`config.mk`:
```
export PLATFORM = sky130hd
export DESIGN_NAME = dnr_top
export DESIGN_NICKNAME = d
export VERILOG_FILES = /design/src/verilog/dnr_pkg.sv /design/src/verilog/dnr_nmi_unit.sv /design/src/verilog/dnr_top.sv
export VERILOG_INCLUDE_DIRS = /design/src /design/src/verilog
export SDC_FILE = /design/constraint.sdc
export NUM_CORES = 1
export LEC_CHECK = 0
export BUFFER_PORTS_ARGS = -buffer_cell sky130_fd_sc_hd__buf_2
export CAP_MARGIN = 40
export CORE_MARGIN = 5
export CORE_UTILIZATION = 35
export CTS_CLUSTER_DIAMETER = 100
export DETAILED_ROUTE_END_ITERATION = 16
export GPL_ROUTABILITY_DRIVEN = 0
export HOLD_SLACK_MARGIN = 0.12
export PLACE_DENSITY = 0.57
export SYNTH_ARGS = -nofsm -noshare
export SYNTH_HDL_FRONTEND = slang
export SYNTH_HIERARCHICAL = 1
export SYNTH_SLANG_ARGS = --single-unit
```
`constraint.sdc`:
```
create_clock -name clk -period 2.21 [get_ports clk]
set_input_delay 0 -clock clk [delete_from_list [all_inputs] [get_ports clk]]
set_output_delay 0 -clock clk [all_outputs]
set_load 0.1 [all_outputs]
```
`src/verilog/dnr_consts.svh`:
```
// Purpose: constants for the dual-core nmi and reset control block
// Assumes: 10 MHz clk, synchronous active-high reset
// Notes: counts are clock cycles unless the name says otherwise
`ifndef DNR_CONSTS_SVH
`define DNR_CONSTS_SVH

// ************************************************************
// nmi source layout
// ************************************************************
`define DNR_NMI_SRCS 7
`define DNR_M_CTRL_WD 0
`define DNR_M_VFETCH 1
`define DNR_M_OSC 2
`define DNR_M_ABUS 3
`define DNR_M_EXT 4
`define DNR_M_MBIST 5
`define DNR_M_CBIST 6
`define DNR_C_OSC 0
`define DNR_C_ABUS 1
`define DNR_C_RAM 2
`define DNR_C_FLASH 3
`define DNR_C_VFETCH 4
`define DNR_C_CBIST 5
`define DNR_C_MBIST 6

// ************************************************************
// timing and peripheral count
// ************************************************************
`define DNR_NMI_WD_LIMIT 16'h0FFF
`define DNR_PIN_PULSE 8
`define DNR_PERIPHS 8

// ************************************************************
// reset cause bits
// ************************************************************
`define DNR_CAUSE_EXT 0
`define DNR_CAUSE_POR 1
`define DNR_CAUSE_WD0 2
`define DNR_CAUSE_WD1 3
`define DNR_CAUSE_SW 4

`endif

```
`src/verilog/dnr_pkg.sv`:
```
// Purpose: types for the dual-core nmi and reset control block
// Assumes: constants come from dnr_consts.svh
// Notes: none
`include "dnr_consts.svh"
package dnr_pkg;
    typedef logic [`DNR_NMI_SRCS-1:0] dnr_src_t;

    // software access to one nmi unit
    typedef struct packed {
        dnr_src_t clear;
        dnr_src_t force_set;
        logic wd_disable;
    } dnr_nmi_sw_t;

    // reset configuration written by the master cpu
    typedef struct packed {
        logic selective_control_reset_bit;
        logic analog_bus_reset;
        logic sw_to_control_en;
        logic dbg_to_control_en;
    } dnr_rst_cfg_t;

    typedef enum logic [2:0] {
        DNR_WD_IDLE = 3'b001,
        DNR_WD_RUN = 3'b010,
        DNR_WD_FIRED = 3'b100
    } dnr_wd_state_t;
endpackage

```
`src/verilog/dnr_nmi_unit.sv`:
```
// Purpose: one nmi unit: sticky source flags, nmi output and nmi watchdog
// Assumes: sources are synchronous to clk
// Notes: the watchdog reset output stays asserted until srst
`timescale 1ns/10ps
`include "dnr_consts.svh"
module dnr_nmi_unit #(
    parameter logic [15:0] WD_LIMIT = `DNR_NMI_WD_LIMIT
) (
    // clock and reset
    input wire logic clk,
    input wire logic srst,
    // sources and software access
    input wire dnr_pkg::dnr_src_t src,
    input wire dnr_pkg::dnr_src_t src_en,
    input wire dnr_pkg::dnr_nmi_sw_t sw,
    // results
    output dnr_pkg::dnr_src_t flags,
    output logic nonmaskable_irq,
    output logic watchdog_event,
    output logic watchdog_reset
);
    dnr_pkg::dnr_src_t flags_reg;
    dnr_pkg::dnr_src_t flags_next;
    dnr_pkg::dnr_wd_state_t st_reg;
    dnr_pkg::dnr_wd_state_t st_next;
    logic [15:0] cnt_reg;
    logic [15:0] cnt_next;

    // ************************************************************
    // flags: set beats clear so no event is lost
    // ************************************************************
    always_comb
    begin
        flags_next = (flags_reg & ~sw.clear) | (src & src_en)
            | sw.force_set;
    end

    always_ff @(posedge clk)
    begin
        if (srst)
            flags_reg <= '0;
        else
            flags_reg <= flags_next;
    end

    assign flags = flags_reg;
    assign nonmaskable_irq = |flags_reg;
    assign watchdog_event = (|flags_reg) && (st_reg == dnr_pkg::DNR_WD_IDLE);

    // ************************************************************
    // nmi watchdog: armed by the nmi, stopped by software
    // ************************************************************
    always_comb
    begin
        st_next = st_reg;
        cnt_next = cnt_reg;
        unique case (st_reg)
            dnr_pkg::DNR_WD_IDLE:
            begin
                cnt_next = '0;
                if (|flags_reg && !sw.wd_disable)
                    st_next = dnr_pkg::DNR_WD_RUN;
            end
            dnr_pkg::DNR_WD_RUN:
            begin
                if (sw.wd_disable)
                    st_next = dnr_pkg::DNR_WD_IDLE;
                else if (cnt_reg == WD_LIMIT)
                    st_next = dnr_pkg::DNR_WD_FIRED;
                else
                    cnt_next = cnt_reg + 16'h0001;
            end
            dnr_pkg::DNR_WD_FIRED:
                st_next = dnr_pkg::DNR_WD_FIRED;
            default:
                st_next = dnr_pkg::DNR_WD_IDLE;
        endcase
    end

    always_ff @(posedge clk)
    begin
        if (srst)
        begin
            st_reg <= dnr_pkg::DNR_WD_IDLE;
            cnt_reg <= '0;
        end
        else
        begin
            st_reg <= st_next;
            cnt_reg <= cnt_next;
        end
    end

    assign watchdog_reset = (st_reg == dnr_pkg::DNR_WD_FIRED);

    a_flag_sticky: assert property (@(posedge clk) disable iff (srst)
        (|flags_reg) && !(|sw.clear) |=> (|flags_reg))
        else $error("flag dropped without clear");
    a_wd_fires: assert property (@(posedge clk) disable iff (srst)
        st_reg == dnr_pkg::DNR_WD_RUN && cnt_reg == WD_LIMIT
        && !sw.wd_disable |=> watchdog_reset)
        else $error("nmi watchdog did not fire at limit");
    a_force_irq: assert property (@(posedge clk) disable iff (srst)
        (|sw.force_set) |=> nonmaskable_irq)
        else $error("force did not raise nmi");
endmodule

```
`src/verilog/dnr_top.sv`:
```
// Purpose: nmi aggregation and reset distribution for a dual-cpu device
// Assumes: all inputs synchronous to clk; srst models power-on reset
// Notes: pins are split into in, out and active-low output enable
`timescale 1ns/10ps
`include "dnr_consts.svh"
module dnr_top #(
    parameter int PERIPHS = `DNR_PERIPHS,
    parameter logic [15:0] WD_LIMIT = `DNR_NMI_WD_LIMIT
) (
    // clock and power-on
    input wire logic clk,
    input wire logic srst,
    input wire logic analog_por,
    // error sources
    input wire logic vector_fetch_error,
    input wire logic oscillator_missing,
    input wire logic analog_bus_error,
    input wire logic external_emergency_input,
    input wire logic master_selftest_error,
    input wire logic control_selftest_error,
    input wire logic ram_uncorrectable_error,
    input wire logic flash_uncorrectable_error,
    // nmi software access
    input wire dnr_pkg::dnr_src_t master_nmi_src_en,
    input wire dnr_pkg::dnr_nmi_sw_t master_nmi_sw,
    input wire dnr_pkg::dnr_nmi_sw_t control_nmi_sw,
    output dnr_pkg::dnr_src_t master_nmi_flags,
    output dnr_pkg::dnr_src_t control_nmi_flags,
    // nmi outputs
    output logic master_nonmaskable_irq,
    output logic master_nmi_watchdog_event,
    output logic master_nmi_watchdog_reset,
    output logic control_nonmaskable_irq,
    output logic control_nmi_watchdog_event,
    output logic control_nmi_watchdog_reset,
    // watchdogs and reset requests
    input wire logic master_wd0_timeout,
    input wire logic master_wd1_timeout,
    input wire logic software_reset_request,
    input wire logic debugger_reset_request,
    input wire dnr_pkg::dnr_rst_cfg_t control_reset_config_reg,
    input wire logic [PERIPHS-1:0] peripheral_reset_control_reg,
    input wire logic [PERIPHS-1:0] device_config_register,
    // pins
    input wire logic main_reset_pin_in,
    output logic main_reset_pin_out,
    output logic main_reset_pin_oe_n,
    input wire logic analog_reset_pin_in,
    output logic analog_reset_pin_out,
    output logic analog_reset_pin_oe_n,
    // reset targets and status
    output logic master_system_reset,
    output logic master_cpu_reset,
    output logic [PERIPHS-1:0] master_periph_reset,
    output logic control_reset_input,
    output logic control_system_reset,
    output logic analog_reset,
    output logic analog_bus_reset_out,
    output logic control_in_reset_bit,
    output logic [4:0] master_reset_cause_reg,
    output logic [1:0] device_status_config_reg
);
    dnr_pkg::dnr_src_t msrc;
    dnr_pkg::dnr_src_t csrc;
    logic master_watchdog_timeout_reset;
    logic main_pin_low;
    logic [3:0] pulse_reg;
    logic [3:0] pulse_next;
    logic [4:0] cause_reg;
    logic [4:0] cause_next;
    logic sysrst_reg;
    logic sysrst_next;
    logic ctlrst_reg;
    logic ctlrst_next;
    logic [PERIPHS-1:0] per_reg;
    logic [PERIPHS-1:0] per_next;

    // ************************************************************
    // nmi source wiring
    // ************************************************************
    always_comb
    begin
        msrc = '0;
        msrc[`DNR_M_CTRL_WD] = control_nmi_watchdog_reset;
        msrc[`DNR_M_VFETCH] = vector_fetch_error;
        msrc[`DNR_M_OSC] = oscillator_missing;
        msrc[`DNR_M_ABUS] = analog_bus_error;
        msrc[`DNR_M_EXT] = external_emergency_input;
        msrc[`DNR_M_MBIST] = master_selftest_error;
        msrc[`DNR_M_CBIST] = control_selftest_error;
        csrc = '0;
        csrc[`DNR_C_OSC] = oscillator_missing;
        csrc[`DNR_C_ABUS] = analog_bus_error;
        csrc[`DNR_C_RAM] = ram_uncorrectable_error;
        csrc[`DNR_C_FLASH] = flash_uncorrectable_error;
        csrc[`DNR_C_VFETCH] = vector_fetch_error;
        csrc[`DNR_C_CBIST] = control_selftest_error;
        csrc[`DNR_C_MBIST] = master_selftest_error;
    end

    // master unit: only enabled sources count
    dnr_nmi_unit #(.WD_LIMIT(WD_LIMIT)) u_master_nmi (
        .clk(clk),
        .srst(srst),
        .src(msrc),
        .src_en(master_nmi_src_en),
        .sw(master_nmi_sw),
        .flags(master_nmi_flags),
        .nonmaskable_irq(master_nonmaskable_irq),
        .watchdog_event(master_nmi_watchdog_event),
        .watchdog_reset(master_nmi_watchdog_reset)
    );

    // control unit: every source is critical
    dnr_nmi_unit #(.WD_LIMIT(WD_LIMIT)) u_control_nmi (
        .clk(clk),
        .srst(srst),
        .src(csrc),
        .src_en('1),
        .sw(control_nmi_sw),
        .flags(control_nmi_flags),
        .nonmaskable_irq(control_nonmaskable_irq),
        .watchdog_event(control_nmi_watchdog_event),
        .watchdog_reset(control_nmi_watchdog_reset)
    );

    // ************************************************************
    // main pin driver and reset combining
    // ************************************************************
    assign master_watchdog_timeout_reset = master_wd0_timeout
        | master_wd1_timeout | master_nmi_watchdog_reset;
    assign main_pin_low = !main_reset_pin_in;

    // pulse stretch keeps the pin low long enough to be seen off chip
    always_comb
    begin
        pulse_next = pulse_reg;
        if (master_watchdog_timeout_reset)
            pulse_next = 4'(`DNR_PIN_PULSE);
        else if (pulse_reg != 4'h0)
            pulse_next = pulse_reg - 4'h1;
        sysrst_next = main_pin_low | master_watchdog_timeout_reset
            | software_reset_request | debugger_reset_request;
        ctlrst_next = main_pin_low | control_nmi_watchdog_reset
            | (software_reset_request
               & control_reset_config_reg.sw_to_control_en)
            | (debugger_reset_request
               & control_reset_config_reg.dbg_to_control_en)
            | control_reset_config_reg.selective_control_reset_bit;
        per_next = peripheral_reset_control_reg
            & device_config_register;
        cause_next = cause_reg;
        if ((main_pin_low && pulse_reg == 4'h0) || software_reset_request
            || master_wd0_timeout || master_wd1_timeout)
        begin
            cause_next = '0; // latest reset replaces the record
            cause_next[`DNR_CAUSE_EXT] = main_pin_low
                && pulse_reg == 4'h0;
            cause_next[`DNR_CAUSE_WD0] = master_wd0_timeout;
            cause_next[`DNR_CAUSE_WD1] = master_wd1_timeout;
            cause_next[`DNR_CAUSE_SW] = software_reset_request;
        end
    end

    // srst is the power-on model, so cause restarts as power-on
    always_ff @(posedge clk)
    begin
        if (srst)
        begin
            pulse_reg <= 4'h0;
            cause_reg <= 5'h01 << `DNR_CAUSE_POR; // power-on
            sysrst_reg <= 1'b1;
            ctlrst_reg <= 1'b1;
            per_reg <= '0;
        end
        else
        begin
            pulse_reg <= pulse_next;
            cause_reg <= cause_next;
            sysrst_reg <= sysrst_next;
            ctlrst_reg <= ctlrst_next;
            per_reg <= per_next;
        end
    end

    // ************************************************************
    // outputs
    // ************************************************************
    assign main_reset_pin_out = 1'b0;
    assign main_reset_pin_oe_n = !(srst || pulse_reg != 4'h0);
    assign analog_reset_pin_out = 1'b0;
    assign analog_reset_pin_oe_n = !analog_por;
    assign master_system_reset = sysrst_reg;
    assign master_cpu_reset = srst | sysrst_reg;
    assign master_periph_reset = per_reg | {PERIPHS{sysrst_reg}};
    assign control_reset_input = srst | ctlrst_reg;
    assign control_system_reset = control_reset_input;
    assign analog_reset = !analog_reset_pin_in | analog_por
        | (software_reset_request
           & control_reset_config_reg.sw_to_control_en)
        | (debugger_reset_request
           & control_reset_config_reg.dbg_to_control_en);
    assign analog_bus_reset_out =
        control_reset_config_reg.analog_bus_reset;
    assign control_in_reset_bit = control_system_reset;
    assign master_reset_cause_reg = cause_reg;
    assign device_status_config_reg =
        {main_reset_pin_in, control_reset_config_reg.analog_bus_reset};

    a_wd_drives_pin: assert property (@(posedge clk) disable iff (srst)
        master_watchdog_timeout_reset |=> !main_reset_pin_oe_n)
        else $error("watchdog timeout did not drive pin");
    a_pin_sysrst: assert property (@(posedge clk) disable iff (srst)
        !main_reset_pin_in |=> master_system_reset && control_reset_input)
        else $error("pin low did not reset subsystems");
    a_sel_ctl: assert property (@(posedge clk) disable iff (srst)
        control_reset_config_reg.selective_control_reset_bit
        |=> control_in_reset_bit)
        else $error("selective reset not shown");
    a_periph_gate: assert property (@(posedge clk) disable iff (srst)
        !device_config_register[0] && !sysrst_next
        |=> !master_periph_reset[0])
        else $error("disabled peripheral reset");
    a_wd0_cause: assert property (@(posedge clk) disable iff (srst)
        master_wd0_timeout |=> master_reset_cause_reg[`DNR_CAUSE_WD0])
        else $error("wd0 cause not recorded");
endmodule

```
After elaboration in Yosys (flattened, before gate mapping)
Cells that the tools add are included.
{"block": "word_totals", "in_bits": 74, "ff_bits": 71, "n_memories": 0, "ram_bits": 0, "elab_cells": 101, "romBits": 0, "latchBits": 0}
{"block": "op_classes", "shifts": 0, "multipliers": 0, "n_div": 0, "bitwise_logic": 27, "n_eq_ne": 16, "n_addsub": 3, "order_cmp": 0, "n_mux": 16, "reduce_logical": 27}
{"operator": "$mux 16", "n": 4}
{"operator": "$pmux 16 s2", "n": 2}
{"operator": "$add 16x1->16 const B", "n": 2}
{"operator": "$eq 16x12->1 const B", "n": 2}
{"operator": "$or 7x7->7", "n": 4}
{"operator": "$and 7x7->7", "n": 3}
{"operator": "$mux 3", "n": 6}
{"operator": "$pmux 3 s3", "n": 2}
{"operator": "$not 7->7", "n": 2}
{"operator": "$or 1x1->1", "n": 14}
{"operator": "$reduce_or 7->1", "n": 2}
{"operator": "$ne 2x2->1 const B", "n": 6}
{"operator": "$and 8x8->8", "n": 1}
{"operator": "$mux 4", "n": 2}
{"operator": "$or 8x8->8", "n": 1}
{"operator": "$eq 3x1->1 const B", "n": 2}
{"operator": "$eq 3x2->1 const B", "n": 2}
{"operator": "$eq 3x3->1 const B", "n": 2}
{"operator": "$logic_not 1->1", "n": 6}
{"operator": "$ne 3x2->1 const B", "n": 2}
{"operator": "$reduce_and 3->1", "n": 2}
{"operator": "$reduce_bool 2->1", "n": 3}
{"operator": "$logic_and 1x1->1", "n": 5}
{"operator": "$logic_not 4->1", "n": 1}
{"operator": "other kinds (6)", "n": 11}

Logic depth before layout (Yosys ltp)
{"block": "depth", "depth_word": 5, "ltp_mapped": 7}

Cells and area by module
Netlist, hierarchy kept.
{"module": "dnr_nmi_unit", "area_per_inst_um2": 1282.5, "cells_per_inst": 151, "seq_area_each_um2": 520.5, "n_inst": 2}
{"module": "dnr_top", "area_per_inst_um2": 840.8, "cells_per_inst": 98, "seq_area_each_um2": 380.4, "n_inst": 1}

Worst setup path after synthesis
OpenSTA, ideal clock, no wires.
{"block": "synth_timing", "kind": "register -> register", "start": "register u_master_nmi.st_reg[2]", "end": "register pulse_reg[1]", "arrival_ns": 3.198, "required_time_ns": 2.087, "path_slack_ns": -1.111, "path_stages_with_launch": 5, "setup_ns": 0.123, "n_path_buf": 0, "cell_sequence": "dfxtp_1 -> nor3b_1 -> nor3_1 -> nand2b_1 -> a211oi_1"}
{"block": "synth_between", "elab_chain_cells": 3}
{"item": "start, declared", "line_no": "dnr_nmi_unit.sv:24", "source": "dnr_pkg::dnr_wd_state_t st_reg;"}
{"item": "start signal, assigned", "line_no": "dnr_nmi_unit.sv:84", "source": "st_reg <= dnr_pkg::DNR_WD_IDLE;"}
{"item": "start signal, assigned", "line_no": "dnr_nmi_unit.sv:89", "source": "st_reg <= st_next;"}
{"item": "$eq 3x3->1", "line_no": "dnr_nmi_unit.sv:94", "source": "assign watchdog_reset = (st_reg == dnr_pkg::DNR_WD_FIRED);"}
{"item": "named net master_nmi_watchdog_reset", "line_no": "dnr_top.sv:32", "source": "output logic master_nmi_watchdog_reset,"}
{"item": "$or 1x1->1", "line_no": "dnr_top.sv:131", "source": "| master_wd1_timeout | master_nmi_watchdog_reset;"}
{"item": "$reduce_or 2->1 (no source line)"}
{"item": "end signal, assigned", "line_no": "dnr_top.sv:178", "source": "pulse_reg <= pulse_next;"}
{"item": "end, declared", "line_no": "dnr_top.sv:67", "source": "logic [3:0] pulse_reg;"}
The timed path passes the listed nets, and every way through them passes these cells.
A chain may end at the register's enable or synchronous reset.

Worst setup path after layout
{"block": "layout_timing", "start": "register pulse_reg[0]", "end": "register cause_reg[2], in the netlist master_reset_cause_reg[2]"}
{"block": "layout_between", "elab_chain_cells": 5}
{"item": "$logic_not 4->1", "line_no": "dnr_top.sv:153", "source": "if ((main_pin_low && pulse_reg == 4'h0) || software_reset_request"}
{"item": "$logic_and 1x1->1", "line_no": "dnr_top.sv:153"}
{"item": "$logic_or 1x1->1", "line_no": "dnr_top.sv:153"}
{"item": "$logic_or 1x1->1 (2 in series)", "line_no": "dnr_top.sv:154", "source": "|| master_wd0_timeout || master_wd1_timeout)"}
{"item": "end signal, assigned", "line_no": "dnr_top.sv:171", "source": "cause_reg <= 5'h01 << `DNR_CAUSE_POR;"}
{"item": "end signal, assigned", "line_no": "dnr_top.sv:179", "source": "cause_reg <= cause_next;"}
{"item": "end, declared", "line_no": "dnr_top.sv:69", "source": "logic [4:0] cause_reg;"}
No other way between the ends.

==> results.yml <==
outcome:
  status: "finished clean"
cts:
  clkLatencyLatePin_ns: 0.35
  htreeDepth: 3
  root_buffer: "clkbuf_8"
  cts_buffer_depth: 2
  cts_buffers: 9
  post_cts_buffers: 0
  clk_pin_slew_ns: 0.08
  clock-sinks: 71
  cts_resized: 0
  cts_tree: "yes"
min_path:
  min_from: "srst"
  hold_class: "in -> reg"
setup_path:
  required_ns: 2.44
  worstSetupEndpointType: "flip-flop"
  cp.arrival_ns: 2.27
  setup.worst_path.start: "pulse_reg[0]"
  crit_type: "reg -> reg"
  start_kind: "flip-flop"
  crit_path_max_fanout: 5
  r2r-start: "pulse_reg[0]"
cells_and_area:
  area_growth_pct: 43.2
  layout_commonest_cell: "buf_2"
  final_cell_area_um2: 4880
  stdcell_count: 710
  mostFrequentLayoutCells: "buf_2 (114), dfxtp_1 (57), dlygate4sd3_1 (57)"
  final_layout_size_suffix_gt1_share_pct: 30.5
  n_antenna_cell: 0
  nNetsFinal: 650
floorplanning:
  rows: 36
  io_pins: 120
  dieArea_um2: 11800
  die_w_um: 109
  start_util_pct: 35.3
  fp.dieH_um: 109
  core_um2: 9640
run:
  max-cap-violations: 0
logic_synthesis:
  synthCells: 400
  synth-seq-cells: 71
  synth_cell_type_count: 44
  synthSimpleGateAreaFrac_pct: 28.5
  synth-compound-area-share_pct: 15.9
  syn_area_per_cell_um2: 8.51
  synth_fa_ha_area_share_pct: 1.47
  synth_area_um2: 3410
  synth_top_family_by_area: "simple AND/OR/NAND/NOR gates"
  async_flop_share_pct: 0
  yosysWarningCount: 6
  synthFlopType: "dfxtp_1"
  synthMuxAreaShare_pct: 0.882
  synth_xor_area_share_pct: 4.37
  synth-seq-area-share_pct: 41.7
  synth_enable_flop_cells: 0
timing:
  worst_slew_pin_slew_ns: 0.670
  fin_skew_ns: 0.0103
  min_period_over_period_pct: 92.3
  finalMaxSlewViolations: 0
  rsz0062_at_grt: "false"
  relSlewSlack_pct: 55.2
  finalHoldViolCount: 0
  tns_ns: 0
  setup_viol_count_final: 0
  fin_crit_ns: 2.04
  max_freq_mhz: 490
pwr:
  power_density_nw_per_um2: 632
  total_leakage_power_nw: 2.00
  vdd_ir_drop_max_v: 0.000345
drt:
  viasPerCell: 4.95
  wl_per_cell_um: 13.5
  drt_iter0_drc: 143
  drc_errors: 0
  wl_mm: 9.56
  drtPass1Iterations: 4
  ant_nets: 0
  num_vias: 3511
placed_design:
  dp_hpwl_mm: 6.76
  placed_cells: 636
  place_area_um2: 4090
  io_buffers: 114
global_routing:
  antenna_found_initial: 0
  grtUsageTotal_pct: 16.7
  grt_overflow: 0
  grt_pass1_wl_mm: 15.8
  grt_pass1_vias: 3472
  grt_max_degree: 32
logic make-up (layout without fill, tap and decap cells):
group / count (synthesis) / count (layout)
AND/OR/NAND/NOR: 180 / 180
AO/OA/AOI/OAI: 75 / 75
flip-flops: 71 / 71
buffers and inverters: 48 / 218
XOR/XNOR: 17 / 17
adder cells (fa/ha/maj): 4 / 4
multiplexers: 3 / 3
other: 2 / 9
through the flow:
step / setup WS (ns) / total power [mW] / hold slack [ns] / utilization (%)
floorplan: 0.0340 / 1.84 / 0.0718 / -
global placement: 0.424 / 1.96 / 0.00172 / 42.4
detailed placement: 0.351 / 1.97 / 0.00172 / 42.4
CTS: 0.172 / 3.12 / 0.126 / 50.6
global route: 0.0772 / 3.21 / 0.143 / 50.6
finish: 0.171 / 3.08 / 0.123 / 50.6
power by group:
group / total [mW] / switching, mW / leakage, nW / internal, mW
sequential: 1.36 / 0.0342 / 0.583 / 1.32
clock: 1.04 / 0.515 / 0.103 / 0.523
combinational: 0.685 / 0.469 / 1.32 / 0.217
total: 3.08 / 1.02 / 2.00 / 2.06
cells in the mapped netlist, drive strengths merged (10+ instances only):
| cell | n | share of area, % |
|---|---|---|
| a21oi | 25 | 3.7 |
| a221oi | 14 | 3.6 |
| buf | 11 | 2.9 |
| clkbuf | 10 | 1.1 |
| dfxtp | 71 | 42 |
| inv | 27 | 3.0 |
| nand2 | 27 | 3.0 |
| nand2b | 13 | 2.4 |
| nand3 | 20 | 2.9 |
| nor2 | 53 | 6.0 |
| or2 | 12 | 2.2 |
| xnor2 | 11 | 2.8 |
area by class of cell:
type                            instances  area [µm²]
Clock inverter                          7        71.3
Timing Repair Buffer                  175        1180
Clock buffer                            9         124
Multi-Input combinational cell        288        1790
Sequential cell                        71        1440
Inverter                               27         101
Fill cell                             956        4760
Tap cell                              133         166
layer usage:
| layer | share of wire, % | GRT usage [%] | up-vias |
|---|---|---|---|
| met5 | 0 | 0 | - |
| met4 | 1.4 | 6.76 | 0 |
| met3 | 5.5 | 3.32 | 13 |
| met2 | 51 | 30.1 | 97 |
| met1 | 42 | 19.1 | 1643 |
| li1 | - | - | 1758 |
final timing paths:
check	end	slack, ns	cells after the start
max	master_reset_cause_reg[2]	0.17	6
min	per_reg[7]	0.12	2
max reg2reg	master_reset_cause_reg[2]	0.17	6
min reg2reg	u_control_nmi/cnt_reg[9]	0.49	1
repair_timing:
action | in CTS | in global routing
setup endpoints to repair | 0 | 0
endpoints found under the hold margin | 41 | 0
hold buffers | 58 | 0
worst max-delay path: stages (launching register included):
cell and delay, ns:
dfxtp_1 0.33, inv_1 0.09, ha_1 0.20, or4b_4 0.52, nand4b_1 0.12, a21oi_1 0.08
dlygate4sd3_1 0.59
No activity file was read; power rests on OpenSTA's default activity.
